$ cat src/flash_read_pkg.sv
// constants, types and states of the serial flash read engine
// What this block does
// - opcode then 24-bit address, sampled rising
// - data out msb first on falling edge
// - address steps by one after each byte
// - chip select high ends transfer, releases lines
// - standard read ignored while busy
// - fast read adds eight dummy clocks
// - dual output read drives two lines
// - quad output needs quad enable, four lines
// - dual io takes address on two lines
// - mode byte follows address, low nibble ignored
// - mode select 10 skips next opcode
// - other mode select needs opcode again
// - mode reset command clears stored mode byte
// - quad io: four-line address, four dummy clocks
// - quad io needs quad enable
// - last wrap setting applies to quad io
// - wrap stays inside aligned section of page
// - three wrap bits: disable plus length
// - wrap command: opcode, 24 dummy, wrap byte
// - wrap length 8, 16, 32, 64 bytes
// - wrap disable resets to one
package flash_read_pkg;
   localparam int ADDR_W = 24;
   typedef logic [ADDR_W-1:0] addr_type;
   typedef logic [7:0]        byte_type;
   typedef logic [2:0]        lane_type;
   typedef logic [5:0]        count_type;
   // ------------------------------------------------------------
   // opcodes
   // ------------------------------------------------------------
   localparam byte_type OP_READ       = 8'h03;
   localparam byte_type OP_FAST       = 8'h0b;
   localparam byte_type OP_DUAL_OUT   = 8'h3b;
   localparam byte_type OP_QUAD_OUT   = 8'h6b;
   localparam byte_type OP_DUAL_IO    = 8'hbb;
   localparam byte_type OP_QUAD_IO    = 8'heb;
   localparam byte_type OP_SET_WRAP   = 8'h77;
   localparam byte_type OP_MODE_RESET = 8'hff;
   // ------------------------------------------------------------
   // phase lengths
   // ------------------------------------------------------------
   localparam count_type CMD_BITS        = 6'h08;
   localparam count_type ADDR_BITS       = 6'h18;
   localparam count_type MODE_BITS       = 6'h08;
   localparam count_type WRAP_TOTAL_BITS = 6'h20;
   localparam count_type FAST_DUMMY_CLKS = 6'h08;
   localparam count_type QIO_DUMMY_CLKS  = 6'h04;
   localparam count_type NO_DUMMY        = 6'h00;
   localparam count_type COUNT_ZERO      = 6'h00;
   localparam count_type COUNT_STEP      = 6'h01;
   localparam logic [3:0] BYTE_BITS      = 4'h8;
   localparam logic [2:0] POS_ZERO       = 3'h0;
   localparam lane_type LANE_1 = 3'h1;
   localparam lane_type LANE_2 = 3'h2;
   localparam lane_type LANE_4 = 3'h4;
   // ------------------------------------------------------------
   // mode and wrap fields
   // ------------------------------------------------------------
   localparam int CONT_SEL_HI = 5;
   localparam int CONT_SEL_LO = 4;
   localparam logic [1:0] CONT_MODE_KEEP = 2'h2;
   localparam byte_type   MODE_BYTE_RESET = 8'h00;
   localparam int WRAP_FIELD_HI = 6;
   localparam int WRAP_FIELD_LO = 4;
   localparam int WRAP_DIS_BIT  = 0;
   localparam logic [2:0] WRAP_SETTING_RESET = 3'h1;
   localparam addr_type WRAP_MIN_BYTES = 24'h000008;
   localparam addr_type ADDR_STEP      = 24'h000001;
   localparam addr_type ADDR_RESET     = 24'h000000;
   // ------------------------------------------------------------
   // output enables, low drives
   // ------------------------------------------------------------
   localparam logic [3:0] OE_RELEASE   = 4'hf;
   localparam logic [3:0] OE_LANE1     = 4'hd;
   localparam logic [3:0] OE_LANE2     = 4'hc;
   localparam logic [3:0] OE_DRIVE_ALL = 4'h0;
   localparam logic [3:0] DOUT_RESET   = 4'h0;
   typedef enum logic [7:0] {
      ST_IDLE   = 8'h01,
      ST_CMD    = 8'h02,
      ST_ADDR   = 8'h04,
      ST_MODE   = 8'h08,
      ST_DUMMY  = 8'h10,
      ST_DATA   = 8'h20,
      ST_WRAP   = 8'h40,
      ST_IGNORE = 8'h80
   } state_type;
endpackage

$ cat src/pin_sync_if.sv
// synchronised pin levels and edges between the pin stage and engine
`timescale 1ns/1ps
`default_nettype none
interface pin_sync_if;
   logic       sclk_rise;
   logic       sclk_fall;
   logic       cs_fall;
   logic       cs_rise;
   logic [3:0] data;
   modport src (output sclk_rise, sclk_fall, cs_fall, cs_rise, data);
   modport dst (input  sclk_rise, sclk_fall, cs_fall, cs_rise, data);
endinterface
`default_nettype wire

$ cat src/serial_flash_read_engine.sv
// read-command engine of a serial nor flash behind its spi pins
`timescale 1ns/1ps
`default_nettype none
module serial_flash_read_engine (
   input  wire logic                      clk_in,
   input  wire logic                      rst_in,
   input  wire logic                      spi_clk_in,
   input  wire logic                      chip_select_n_in,
   input  wire logic [3:0]                data_line_in,
   input  wire logic                      busy_in,
   input  wire logic                      quad_enable_bit_in,
   input  wire flash_read_pkg::byte_type  mem_data_in,
   output logic [3:0]                     data_line_out,
   output logic [3:0]                     data_line_oe_n_out,
   output flash_read_pkg::addr_type       mem_addr_out,
   output logic                           execute_in_place_out
);
   import flash_read_pkg::*;

   // ------------------------------------------------------------
   // opcode properties
   // ------------------------------------------------------------
   function automatic lane_type in_lanes_of(input byte_type op);
      case (op)
         OP_DUAL_IO: in_lanes_of = LANE_2;
         OP_QUAD_IO: in_lanes_of = LANE_4;
         default:    in_lanes_of = LANE_1;
      endcase
   endfunction

   function automatic lane_type out_lanes_of(input byte_type op);
      case (op)
         OP_DUAL_OUT, OP_DUAL_IO: out_lanes_of = LANE_2;
         OP_QUAD_OUT, OP_QUAD_IO: out_lanes_of = LANE_4;
         default:                 out_lanes_of = LANE_1;
      endcase
   endfunction

   function automatic count_type dummy_of(input byte_type op);
      case (op)
         OP_FAST, OP_DUAL_OUT, OP_QUAD_OUT: dummy_of = FAST_DUMMY_CLKS;
         OP_QUAD_IO:                        dummy_of = QIO_DUMMY_CLKS;
         default:                           dummy_of = NO_DUMMY;
      endcase
   endfunction

   function automatic logic has_mode(input byte_type op);
      has_mode = (op == OP_DUAL_IO) || (op == OP_QUAD_IO);
   endfunction

   // higher lanes carry the higher bits
   function automatic addr_type shift_in(input addr_type s,
                                         input logic [3:0] d,
                                         input lane_type l);
      case (l)
         LANE_2:  shift_in = {s[ADDR_W-3:0], d[1:0]};
         LANE_4:  shift_in = {s[ADDR_W-5:0], d[3:0]};
         default: shift_in = {s[ADDR_W-2:0], d[0]};
      endcase
   endfunction

   // ------------------------------------------------------------
   // pin stage
   // ------------------------------------------------------------
   pin_sync_if sync ();

   pin_sync u_pin_sync (
      .clk_in           (clk_in),
      .rst_in           (rst_in),
      .spi_clk_in       (spi_clk_in),
      .chip_select_n_in (chip_select_n_in),
      .data_line_in     (data_line_in),
      .sync             (sync.src)
   );

   // ------------------------------------------------------------
   // state
   // ------------------------------------------------------------
   state_type  state;
   count_type  cnt;
   addr_type   shift;
   byte_type   opcode;
   logic [2:0] pos;
   addr_type   mem_addr;
   logic [3:0] dout;
   logic [3:0] oe_n;
   byte_type   mode_byte;
   byte_type   cont_opcode;
   logic [2:0] wrap_setting;
   logic       execute_in_place;

   state_type  next_state;
   count_type  next_cnt;
   addr_type   next_shift;
   byte_type   next_opcode;
   logic [2:0] next_pos;
   addr_type   next_mem_addr;
   logic [3:0] next_dout;
   logic [3:0] next_oe_n;
   byte_type   next_mode_byte;
   byte_type   next_cont_opcode;
   logic [2:0] next_wrap_setting;
   logic       next_xip;

   lane_type   lanes;
   lane_type   olanes;
   addr_type   shifted;
   count_type  cnt_sum;
   byte_type   out_bits;
   logic [3:0] pos_sum;
   logic       byte_end;
   logic       wrap_on;
   addr_type   wrap_mask;
   addr_type   addr_inc;
   logic       cont_keep;

   // ------------------------------------------------------------
   // next-state logic
   // ------------------------------------------------------------
   always_comb begin
      next_state        = state;
      next_cnt          = cnt;
      next_shift        = shift;
      next_opcode       = opcode;
      next_pos          = pos;
      next_mem_addr     = mem_addr;
      next_dout         = dout;
      next_oe_n         = oe_n;
      next_mode_byte    = mode_byte;
      next_cont_opcode  = cont_opcode;
      next_wrap_setting = wrap_setting;
      lanes = LANE_1;
      if (state == ST_ADDR || state == ST_MODE) begin
         lanes = in_lanes_of(opcode);
      end else if (state == ST_WRAP) begin
         lanes = LANE_4;
      end
      olanes    = out_lanes_of(opcode);
      shifted   = shift_in(shift, sync.data, lanes);
      cnt_sum   = cnt + {3'h0, lanes};
      out_bits  = mem_data_in << pos;
      pos_sum   = {1'b0, pos} + {1'b0, olanes};
      byte_end  = (pos_sum == BYTE_BITS);
      // wrap applies to quad io only
      wrap_on   = (opcode == OP_QUAD_IO) &&
                  !wrap_setting[WRAP_DIS_BIT];
      wrap_mask = (WRAP_MIN_BYTES <<
                   wrap_setting[WRAP_FIELD_HI-WRAP_FIELD_LO:1])
                  - ADDR_STEP;
      addr_inc  = mem_addr + ADDR_STEP;
      cont_keep = (mode_byte[CONT_SEL_HI:CONT_SEL_LO] == CONT_MODE_KEEP);
      case (state)
         ST_IDLE: begin
            if (sync.cs_fall) begin
               next_cnt = COUNT_ZERO;
               if (cont_keep) begin
                  next_state  = ST_ADDR;
                  next_opcode = cont_opcode;
               end else begin
                  next_state = ST_CMD;
               end
            end
         end
         ST_CMD: begin
            if (sync.sclk_rise) begin
               next_shift = shifted;
               next_cnt   = cnt_sum;
               if (cnt_sum == CMD_BITS) begin
                  next_cnt    = COUNT_ZERO;
                  next_opcode = shifted[7:0];
                  next_state  = ST_IGNORE;
                  if (busy_in) begin
                     next_state = ST_IGNORE;
                  end else begin
                     case (shifted[7:0])
                        OP_READ, OP_FAST, OP_DUAL_OUT, OP_DUAL_IO: begin
                           next_state = ST_ADDR;
                        end
                        OP_QUAD_OUT, OP_QUAD_IO: begin
                           if (quad_enable_bit_in) begin
                              next_state = ST_ADDR;
                           end
                        end
                        OP_SET_WRAP: begin
                           next_state = ST_WRAP;
                        end
                        OP_MODE_RESET: begin
                           next_mode_byte = MODE_BYTE_RESET;
                        end
                        default: begin
                           next_state = ST_IGNORE;
                        end
                     endcase
                  end
               end
            end
         end
         ST_ADDR: begin
            if (sync.sclk_rise) begin
               next_shift = shifted;
               next_cnt   = cnt_sum;
               if (cnt_sum == ADDR_BITS) begin
                  next_cnt      = COUNT_ZERO;
                  next_mem_addr = shifted;
                  next_pos      = POS_ZERO;
                  if (has_mode(opcode)) begin
                     next_state = ST_MODE;
                  end else if (dummy_of(opcode) != NO_DUMMY) begin
                     next_state = ST_DUMMY;
                  end else begin
                     next_state = ST_DATA;
                  end
               end
            end
         end
         ST_MODE: begin
            if (sync.sclk_rise) begin
               next_shift = shifted;
               next_cnt   = cnt_sum;
               if (cnt_sum == MODE_BITS) begin
                  next_cnt         = COUNT_ZERO;
                  next_mode_byte   = shifted[7:0];
                  next_cont_opcode = opcode;
                  if (dummy_of(opcode) != NO_DUMMY) begin
                     next_state = ST_DUMMY;
                  end else begin
                     next_state = ST_DATA;
                  end
               end
            end
         end
         ST_DUMMY: begin
            if (sync.sclk_rise) begin
               next_cnt = cnt + COUNT_STEP;
               if (next_cnt == dummy_of(opcode)) begin
                  next_cnt   = COUNT_ZERO;
                  next_state = ST_DATA;
               end
            end
         end
         ST_DATA: begin
            if (sync.sclk_fall) begin
               next_pos = pos_sum[2:0];
               case (olanes)
                  LANE_2: begin
                     next_dout = {2'h0, out_bits[7:6]};
                     next_oe_n = OE_LANE2;
                  end
                  LANE_4: begin
                     next_dout = out_bits[7:4];
                     next_oe_n = OE_DRIVE_ALL;
                  end
                  default: begin
                     next_dout = {2'h0, out_bits[7], 1'b0};
                     next_oe_n = OE_LANE1;
                  end
               endcase
               if (byte_end) begin
                  if (wrap_on) begin
                     next_mem_addr = (mem_addr & ~wrap_mask) |
                                     (addr_inc & wrap_mask);
                  end else begin
                     next_mem_addr = addr_inc;
                  end
               end
            end
         end
         ST_WRAP: begin
            if (sync.sclk_rise) begin
               next_shift = shifted;
               next_cnt   = cnt_sum;
               if (cnt_sum == WRAP_TOTAL_BITS) begin
                  next_cnt          = COUNT_ZERO;
                  next_wrap_setting =
                     shifted[WRAP_FIELD_HI:WRAP_FIELD_LO];
                  next_state        = ST_IGNORE;
               end
            end
         end
         ST_IGNORE: begin
            next_state = ST_IGNORE;
         end
         default: begin
            next_state = ST_IDLE;
         end
      endcase
      if (sync.cs_rise) begin
         next_state = ST_IDLE;
         next_oe_n  = OE_RELEASE;
         next_cnt   = COUNT_ZERO;
         next_pos   = POS_ZERO;
      end
      next_xip = (next_mode_byte[CONT_SEL_HI:CONT_SEL_LO] == CONT_MODE_KEEP);
   end

   // ------------------------------------------------------------
   // registers
   // ------------------------------------------------------------
   always_ff @(posedge clk_in) begin
      if (rst_in) begin
         state        <= ST_IDLE;
         cnt          <= COUNT_ZERO;
         shift        <= ADDR_RESET;
         opcode       <= MODE_BYTE_RESET;
         pos          <= POS_ZERO;
         mem_addr     <= ADDR_RESET;
         dout         <= DOUT_RESET;
         oe_n         <= OE_RELEASE;
         mode_byte    <= MODE_BYTE_RESET;
         cont_opcode  <= MODE_BYTE_RESET;
         wrap_setting <= WRAP_SETTING_RESET;
         execute_in_place          <= 1'b0;
      end else begin
         state        <= next_state;
         cnt          <= next_cnt;
         shift        <= next_shift;
         opcode       <= next_opcode;
         pos          <= next_pos;
         mem_addr     <= next_mem_addr;
         dout         <= next_dout;
         oe_n         <= next_oe_n;
         mode_byte    <= next_mode_byte;
         cont_opcode  <= next_cont_opcode;
         wrap_setting <= next_wrap_setting;
         execute_in_place          <= next_xip;
      end
   end

   assign data_line_out        = dout;
   assign data_line_oe_n_out   = oe_n;
   assign mem_addr_out         = mem_addr;
   assign execute_in_place_out = execute_in_place;
endmodule // serial_flash_read_engine
`default_nettype wire

$ cat src/pin_sync.sv
// two-flop synchronisers and edge detection for the spi pins
`timescale 1ns/1ps
`default_nettype none
module pin_sync (
   input  wire logic       clk_in,
   input  wire logic       rst_in,
   input  wire logic       spi_clk_in,
   input  wire logic       chip_select_n_in,
   input  wire logic [3:0] data_line_in,
   pin_sync_if.src         sync
);
   // serial clock and select idle high, so no false edge after reset
   localparam logic [5:0] STAGE_RESET = 6'h03;
   localparam logic [1:0] PREV_RESET  = 2'h3;
   logic [5:0] stage1;
   logic [5:0] stage2;
   logic [1:0] prev;
   logic [5:0] next_stage1;
   logic [5:0] next_stage2;
   logic [1:0] next_prev;

   always_comb begin
      next_stage1 = {data_line_in, chip_select_n_in, spi_clk_in};
      next_stage2 = stage1;
      next_prev   = stage2[1:0];
   end

   always_ff @(posedge clk_in) begin
      if (rst_in) begin
         stage1 <= STAGE_RESET;
         stage2 <= STAGE_RESET;
         prev   <= PREV_RESET;
      end else begin
         stage1 <= next_stage1;
         stage2 <= next_stage2;
         prev   <= next_prev;
      end
   end

   // edges from second stage against third
   assign sync.sclk_rise = stage2[0] & ~prev[0];
   assign sync.sclk_fall = ~stage2[0] & prev[0];
   assign sync.cs_fall   = ~stage2[1] & prev[1];
   assign sync.cs_rise   = stage2[1] & ~prev[1];
   assign sync.data      = stage2[5:2];
endmodule // pin_sync
`default_nettype wire

$ cat config.mk
export PLATFORM = sky130hd
export DESIGN_NAME = serial_flash_read_engine
export DESIGN_NICKNAME = d
export VERILOG_FILES = /design/src/flash_read_pkg.sv /design/src/pin_sync_if.sv /design/src/serial_flash_read_engine.sv /design/src/pin_sync.sv
export SDC_FILE = /design/constraint.sdc
export NUM_CORES = 1
export LEC_CHECK = 0
export BUFFER_PORTS_ARGS = -buffer_cell sky130_fd_sc_hd__buf_4
export CORE_ASPECT_RATIO = 0.75
export CORE_MARGIN = 2
export CORE_UTILIZATION = 43
export CTS_CLUSTER_SIZE = 8
export DETAILED_ROUTE_END_ITERATION = 10
export HOLD_SLACK_MARGIN = 0.05
export PLACE_DENSITY = 0.69
export SYNTH_ARGS = -nofsm -noshare
export SYNTH_HDL_FRONTEND = slang
export SYNTH_HIERARCHICAL = 1
export SYNTH_SLANG_ARGS = --single-unit
export TNS_END_PERCENT = 100
$ cat constraint.sdc
create_clock -name clk_in -period 8.85 [get_ports clk_in]
set_clock_uncertainty 0.1 [all_clocks]
set_input_delay 0.4425 -clock clk_in [delete_from_list [all_inputs] [get_ports clk_in]]
set_output_delay 0.4425 -clock clk_in [all_outputs]
set_load 0.03 [all_outputs]
Word level (Yosys, flattened, before mapping)
Cells that the tools add are included.
W data, S select, Z words.
{ "classes": {"n_mux": 68, "n_shift": 2, "eq_ne": 47, "bitwise_logic": 13, "n_reduce_logical": 26, "addsub": 5} }
{ "op_table": {"columns": ["operator", "n"], "rows": [
  ["$mux W6", 27],
  ["$mux W8", 17],
  ["$mux W24", 5],
  ["$pmux W24 S2", 2],
  ["$pmux W8 S8", 1],
  ["$and A24 B24 Y24", 2],
  ["$eq A8 B8 Y1 const B", 6],
  ["$eq A8 B7 Y1 const B", 4],
  ["$pmux W6 S5", 1],
  ["$add A24 B1 Y24 const B", 1],
  ["$eq A8 B4 Y1 const B", 3],
  ["$eq A8 B6 Y1 const B", 3],
  ["$not A24 Y24", 1],
  ["$or A24 B24 Y24", 1],
  ["$pmux W4 S2", 3],
  ["$pmux W8 S3", 1],
  ["$shl A4 B2 Y24 const A", 1],
  ["$sub A24 B1 Y24 const B", 1],
  ["$ne A2 B2 Y1 const B", 11],
  ["$mux W3", 6],
  ["$pmux W3 S2", 3],
  ["$eq A8 B2 Y1 const B", 2],
  ["$pmux W8 S2", 1],
  ["$pmux W6 S2", 1],
  ["33 further kinds", 57]
]} }
{ "totals": {"ff_bits": 108, "in_bits": 18, "elab_cells": 176, "output_inout_bits": 33} }

Logic depth before layout (Yosys ltp)
{ "logic_depth": {"depth_word": 14, "depth_mapped": 20} }

Hierarchy
Netlist, hierarchy kept.
{ "by_module_without_submodules": {"columns": ["mod", "cells_per_inst", "n_inst", "area_each_um2"], "rows": [
  ["serial_flash_read_engine", 786, 1, 6025.8],
  ["pin_sync", 37, 1, 439.2]
]} }

Least setup slack after synthesis
No wires, ideal clock.
{ "synth_path": {"path_type": "register to register", "start": "reg state[6]", "end": "reg state[7]", "stages_incl_launch_ff": 18, "synth_period_minus_slack_ns": 4.307, "path_slack_ns": 4.543, "arrival_ns": 4.149, "setup_ns": 0.058, "cell_sequence": "dfxtp_1 > nor3_4 > nand4_4 > o31a_1 > buf_6 > clkbuf_1 > clkbuf_1 > ha_1 > ha_1 > or2_2 > clkbuf_1 > nor4_1 > a211oi_1 > o41ai_1 > o21ba_2 > nor3b_4 > o311ai_1 > o21ba_1"} }
{ "synth_via": {"elab_chain_len": 12, "elab_cells_between_ends": 45, "cone_classes": "1 x add/sub; 31 x eq/ne; 8 x mux; 1 x bitwise; 4 x reduce/logical"} }
{ "synth_rtl": {"columns": ["element", "line_no", "rtl"], "rows": [
  ["start: declaration", "serial_flash_read_engine.sv:79", "state_type state;"],
  ["start signal: assignment", "serial_flash_read_engine.sv:314", "state <= next_state;"],
  ["$eq A8 B7 Y1, or another cell as far along", "serial_flash_read_engine.sv:135, serial_flash_read_engine.sv:152", null],
  ["$mux W3 or $logic_or A1 B1 Y1 (tied branches)", "serial_flash_read_engine.sv:135, serial_flash_read_engine.sv:133", null],
  ["$mux W3", "serial_flash_read_engine.sv:133", "if (state == ST_ADDR || state == ST_MODE) begin"],
  ["$eq A3 B3 Y1 or $eq A3 B2 Y1 (tied branches)", "serial_flash_read_engine.sv:55", "case (l)"],
  ["$pmux W24 S2", "serial_flash_read_engine.sv:55", null],
  ["$eq A8 B2 Y1, or another cell as far along", "serial_flash_read_engine.sv:175", "case (shifted[7:0])"],
  ["$reduce_or A4 Y1 or $reduce_or A2 Y1 (tied branches)", "serial_flash_read_engine.sv:175", null],
  ["$pmux W8 S3", "serial_flash_read_engine.sv:175", null],
  ["$mux W8", "serial_flash_read_engine.sv:172", "if (busy_in) begin"],
  ["$mux W8", "serial_flash_read_engine.sv:168", "if (cnt_sum == CMD_BITS) begin"],
  ["$mux W8", "serial_flash_read_engine.sv:165", "if (sync.sclk_rise) begin"],
  ["$pmux W8 S8", "serial_flash_read_engine.sv:152", "case (state)"]
]} }
Parallel ways exist; a longest one is shown, timed or not. The select of a mux whose other input is x is not followed.
A chain may end at the register's enable or synchronous reset.

Worst setup path in the final report
{ "layout_path": {"start": "reg state[3]", "end": "reg execute_in_place, in the netlist execute_in_place_out"} }
{ "layout_via": {"elab_chain_len": 12, "elab_cells_between_ends": 21, "cone_classes": "1 x add/sub; 9 x eq/ne; 10 x mux; 1 x reduce/logical"} }
{ "layout_rtl": {"columns": ["element", "line_no", "rtl"], "rows": [
  ["$eq A8 B7 Y1, or another cell as far along", "serial_flash_read_engine.sv:135", "end else if (state == ST_WRAP) begin"],
  ["$mux W3 or $logic_or A1 B1 Y1 (tied branches)", "serial_flash_read_engine.sv:135, serial_flash_read_engine.sv:133", null],
  ["$mux W3", "serial_flash_read_engine.sv:133", null],
  ["$eq A3 B3 Y1 or $eq A3 B2 Y1 (tied branches)", "serial_flash_read_engine.sv:55", null],
  ["$pmux W24 S2", "serial_flash_read_engine.sv:55", null],
  ["$eq A8 B8 Y1", "serial_flash_read_engine.sv:175", null],
  ["$mux W6", "serial_flash_read_engine.sv:175", null],
  ["$mux W6", "serial_flash_read_engine.sv:172", null],
  ["$mux W6", "serial_flash_read_engine.sv:168", null],
  ["$mux W6", "serial_flash_read_engine.sv:165", null],
  ["$pmux W6 S2 *", "serial_flash_read_engine.sv:152", null],
  ["$eq A2 B2 Y1 *", "serial_flash_read_engine.sv:293", "next_xip = (next_mode_byte[CONT_SEL_HI:CONT_SEL_LO] == CONT_MODE_KEEP);"],
  ["end signal: assignment", "serial_flash_read_engine.sv:325", "execute_in_place <= next_xip;"],
  ["end: declaration", "serial_flash_read_engine.sv:90", "logic execute_in_place;"]
]} }
Every way passes the cells marked *; elsewhere a longest branch is shown, timed or not. The select of a mux whose other input is x is not followed.

==> flow_metrics.tcl <==
set metrics [dict create \
    path_class "reg -> reg" \
    drc 0 \
    critical_path.top_delay_family "simple AND/OR/NAND/NOR gates" \
    first_iter_violations 921 \
    synth_edf_count 0 \
    pin_count 51 \
    overflow 0 \
    grt_first_pass_wirelength_mm 30.3 \
    cts_sinks 107 \
    p_int_mw 0.767 \
    status "finished clean" \
    fmax_mhz 201 \
    antenna_found_initial 0 \
    min_path_type "in -> reg" \
    rsz0062_at_grt "false" \
    firstDrtPassIters 8 \
    drive_above_1_share_pct 11.7 \
    die_w_um 146 \
    cpPeakStageDelay_ps 900 \
    final_util_pct 49.5 \
    mostFrequentLayoutCell "nor2_1" \
    die_h_um 110 \
    max-vdd-ir-drop_mv 0.104 \
    cts_hold_buf 0 \
    gp_congestion 0.960 \
    setup_tns_ps 0 \
    ys_warn_count 6 \
    finalNetCount 866 \
    vias_per_cell 6.11 \
    clkPwrFrac_pct 40.8 \
    worst-path-buf-inv 0 \
    cellPowerDensity_nw_per_um2 150 \
    post_cts_buffers 0 \
    grt_max_degree 90 \
    cts_buffer_depth 2 \
    postSynthCellCount 823 \
    detail_route.wl_per_cell_um 18.4 \
    slowest_stage "o31a_1" \
    clock_latency_ps 360 \
    finalPower_mw 1.09 \
    sequentialPowerShare_pct 46.4 \
    comb_power_share_pct 12.8 \
    worstPathCellList "nor3_1 -> nand3_1 -> o31a_1 -> ha_1 -> ha_1 -> or2_2 -> nor4_1 -> a211oi_1 -> nor2_1 -> nand4_1 -> nor2_1 -> nand2_1 -> a21oi_1" \
    sw_frac_of_total_pct 29.3 \
    antenna_cells 0 \
    synth_fp_nets 855 \
    grt_pass1_vias 5560 \
    ys.flop_type "dfxtp_1" \
    p_leak_nw 2.50 \
    ys_seq_area_share_pct 33.1 \
    ant_nets 0 \
    cp-end-kind "flop" \
    startpoint_type "flop" \
    async_reset_ff_share_pct 0 \
    cp_data_required_time_ps 9040 \
    syn2layout_area_growth_pct 11.7 \
    clk_pin_slew_ps 90 \
    cts_made_buffers 9 \
    final_cell_mix "124 x nor2_1, 107 x dfxtp_1, 70 x nand2_1, 57 x buf_4, 54 x a21oi_1" \
    finalCritPeriodShare_pct 56.1 \
    wl_mm 19.1 \
    floorplan.initialDensity_pct 44.3 \
    path_max_fanout 27 \
    io_buffer_count 50 \
    syn_area_per_cell_sq_um 7.86 \
    fin_ws_ps 3880 \
    worst_slew_pin_slew_ps 1180 \
    drv_cap 0 \
    period_minus_slack_ps 4970 \
    synth.distinct_cells 79 \
    power.switching_mw 0.318 \
    vias 6351 \
    htreeDepth 3 \
    grtUsageTotal_pct 23.7 \
    relSlewSlack_pct 21.3 \
    pre_cts_ws_ps 4050 \
    dieArea_sq_um 16000 \
    post_cts_resized 0 \
    setup-violations-final 0 \
    core_sq_um 14600 \
    slew_violations 0 \
    dp_hpwl_mm 13.6 \
    cts_tree "built" \
    ys_seq_elements 107 \
    crit_arrival_ps 5160 \
    syn_area_sq_um 6460 \
    cts_root_buf "clkbuf_16" \
    fp-row-count 38 \
    hold_viol 0 \
]
==> area by class of cell <==
cell class	instances	area, sq um
Sequential cell	107	2140
Tap cell	200	250
Clock buffer	9	225
Multi-Input combinational cell	648	4020
Fill cell	1447	7380
Inverter	11	41.3
Clock inverter	7	108
Timing Repair Buffer	57	428
==> Yosys cell counts (all sizes together), types with 7 or more instances <==
cell    instances  area share (%)
nand3          28             2.2
xnor2          13             1.8
nand4          11             1.3
mux2i          30             4.6
nor3           25             2.2
and2            7            0.68
or3             7            0.68
clkbuf         37             2.1
nand3b          7            0.81
inv            11            0.64
nor2b          12             1.2
a31oi          13             1.4
ha             13             2.5
dfxtp         107              33
a21oi          55             4.4
or2            12             1.2
nand2          71             4.2
nor4           13             1.4
xor2            7             1.1
o22ai           9            0.87
buf            20             1.9
o21ai          50             3.9
nor2          124             7.2
a222oi         19             2.9
a211oi         34             4.0
and3           12             1.2
==> worst register-to-register path: stages, from the launching register on <==
cell and delay, ps:
dfxtp_1 570, nor3_1 190, nand3_1 200, o31a_1 900, ha_1 350, ha_1 250, or2_2 370, nor4_1 190
a211oi_1 140, nor2_1 450, nand4_1 680, nor2_1 340, nand2_1 80, a21oi_1 110
==> metal layers <==
| layer | vias to the layer above | global-route usage (%) | part of all wire (%) |
|---|---|---|---|
| met3 | 22 | 6.17 | 9.6 |
| met2 | 291 | 33.8 | 41 |
| met1 | 2975 | 35.5 | 48 |
| li1 | 3063 | - | - |
| met4 | 0 | 5.46 | 1.3 |
| met5 | - | 0 | 0 |
==> power groups by stage <==
stage | clock network (mW) | registers (mW) | logic (mW)
finish | 0.443 | 0.503 | 0.139
global route | 0.469 | 0.506 | 0.149
CTS | 0.447 | 0.503 | 0.134
detailed placement | 0 | 0.514 | 0.133
global placement | 0 | 0.514 | 0.138
floorplan | 0 | 0.507 | 0.104
==> cell families (layout without fill, tap and decap cells) <==
| kind of cell | count (synthesis) | after routing | synth area share, % |
|---|---|---|---|
| AO/OA/AOI/OAI | 226 | 226 | 23.9 |
| XOR/XNOR | 20 | 20 | 2.83 |
| adder cells (fa/ha/maj) | 14 | 14 | 2.83 |
| buffers and inverters | 68 | 84 | 4.70 |
| flip-flops | 107 | 107 | 33.1 |
| multiplexers | 32 | 32 | 4.99 |
| AND/OR/NAND/NOR | 356 | 356 | 27.6 |
==> per-stage QoR <==
step	instance area [sq um]	hold slack, ps	cells
global route	7220	163	1039
global placement	6890	290	1023
floorplan	6460	283	823
detailed placement	6890	287	1023
CTS	7220	160	1039
finish	7220	164	1039
==> worst paths after layout <==
kind / start / endpoint / slack [ps] / depth (start not counted)
min: chip_select_n_in / u_pin_sync/next_stage2[1] / 160 / 2
max: state[3] / execute_in_place_out / 3880 / 13
min reg2reg: u_pin_sync/next_stage2[0] / u_pin_sync/stage2[0] / 310 / 1
max reg2reg: state[3] / execute_in_place_out / 3880 / 13
(Power assumes the default switching activity.)
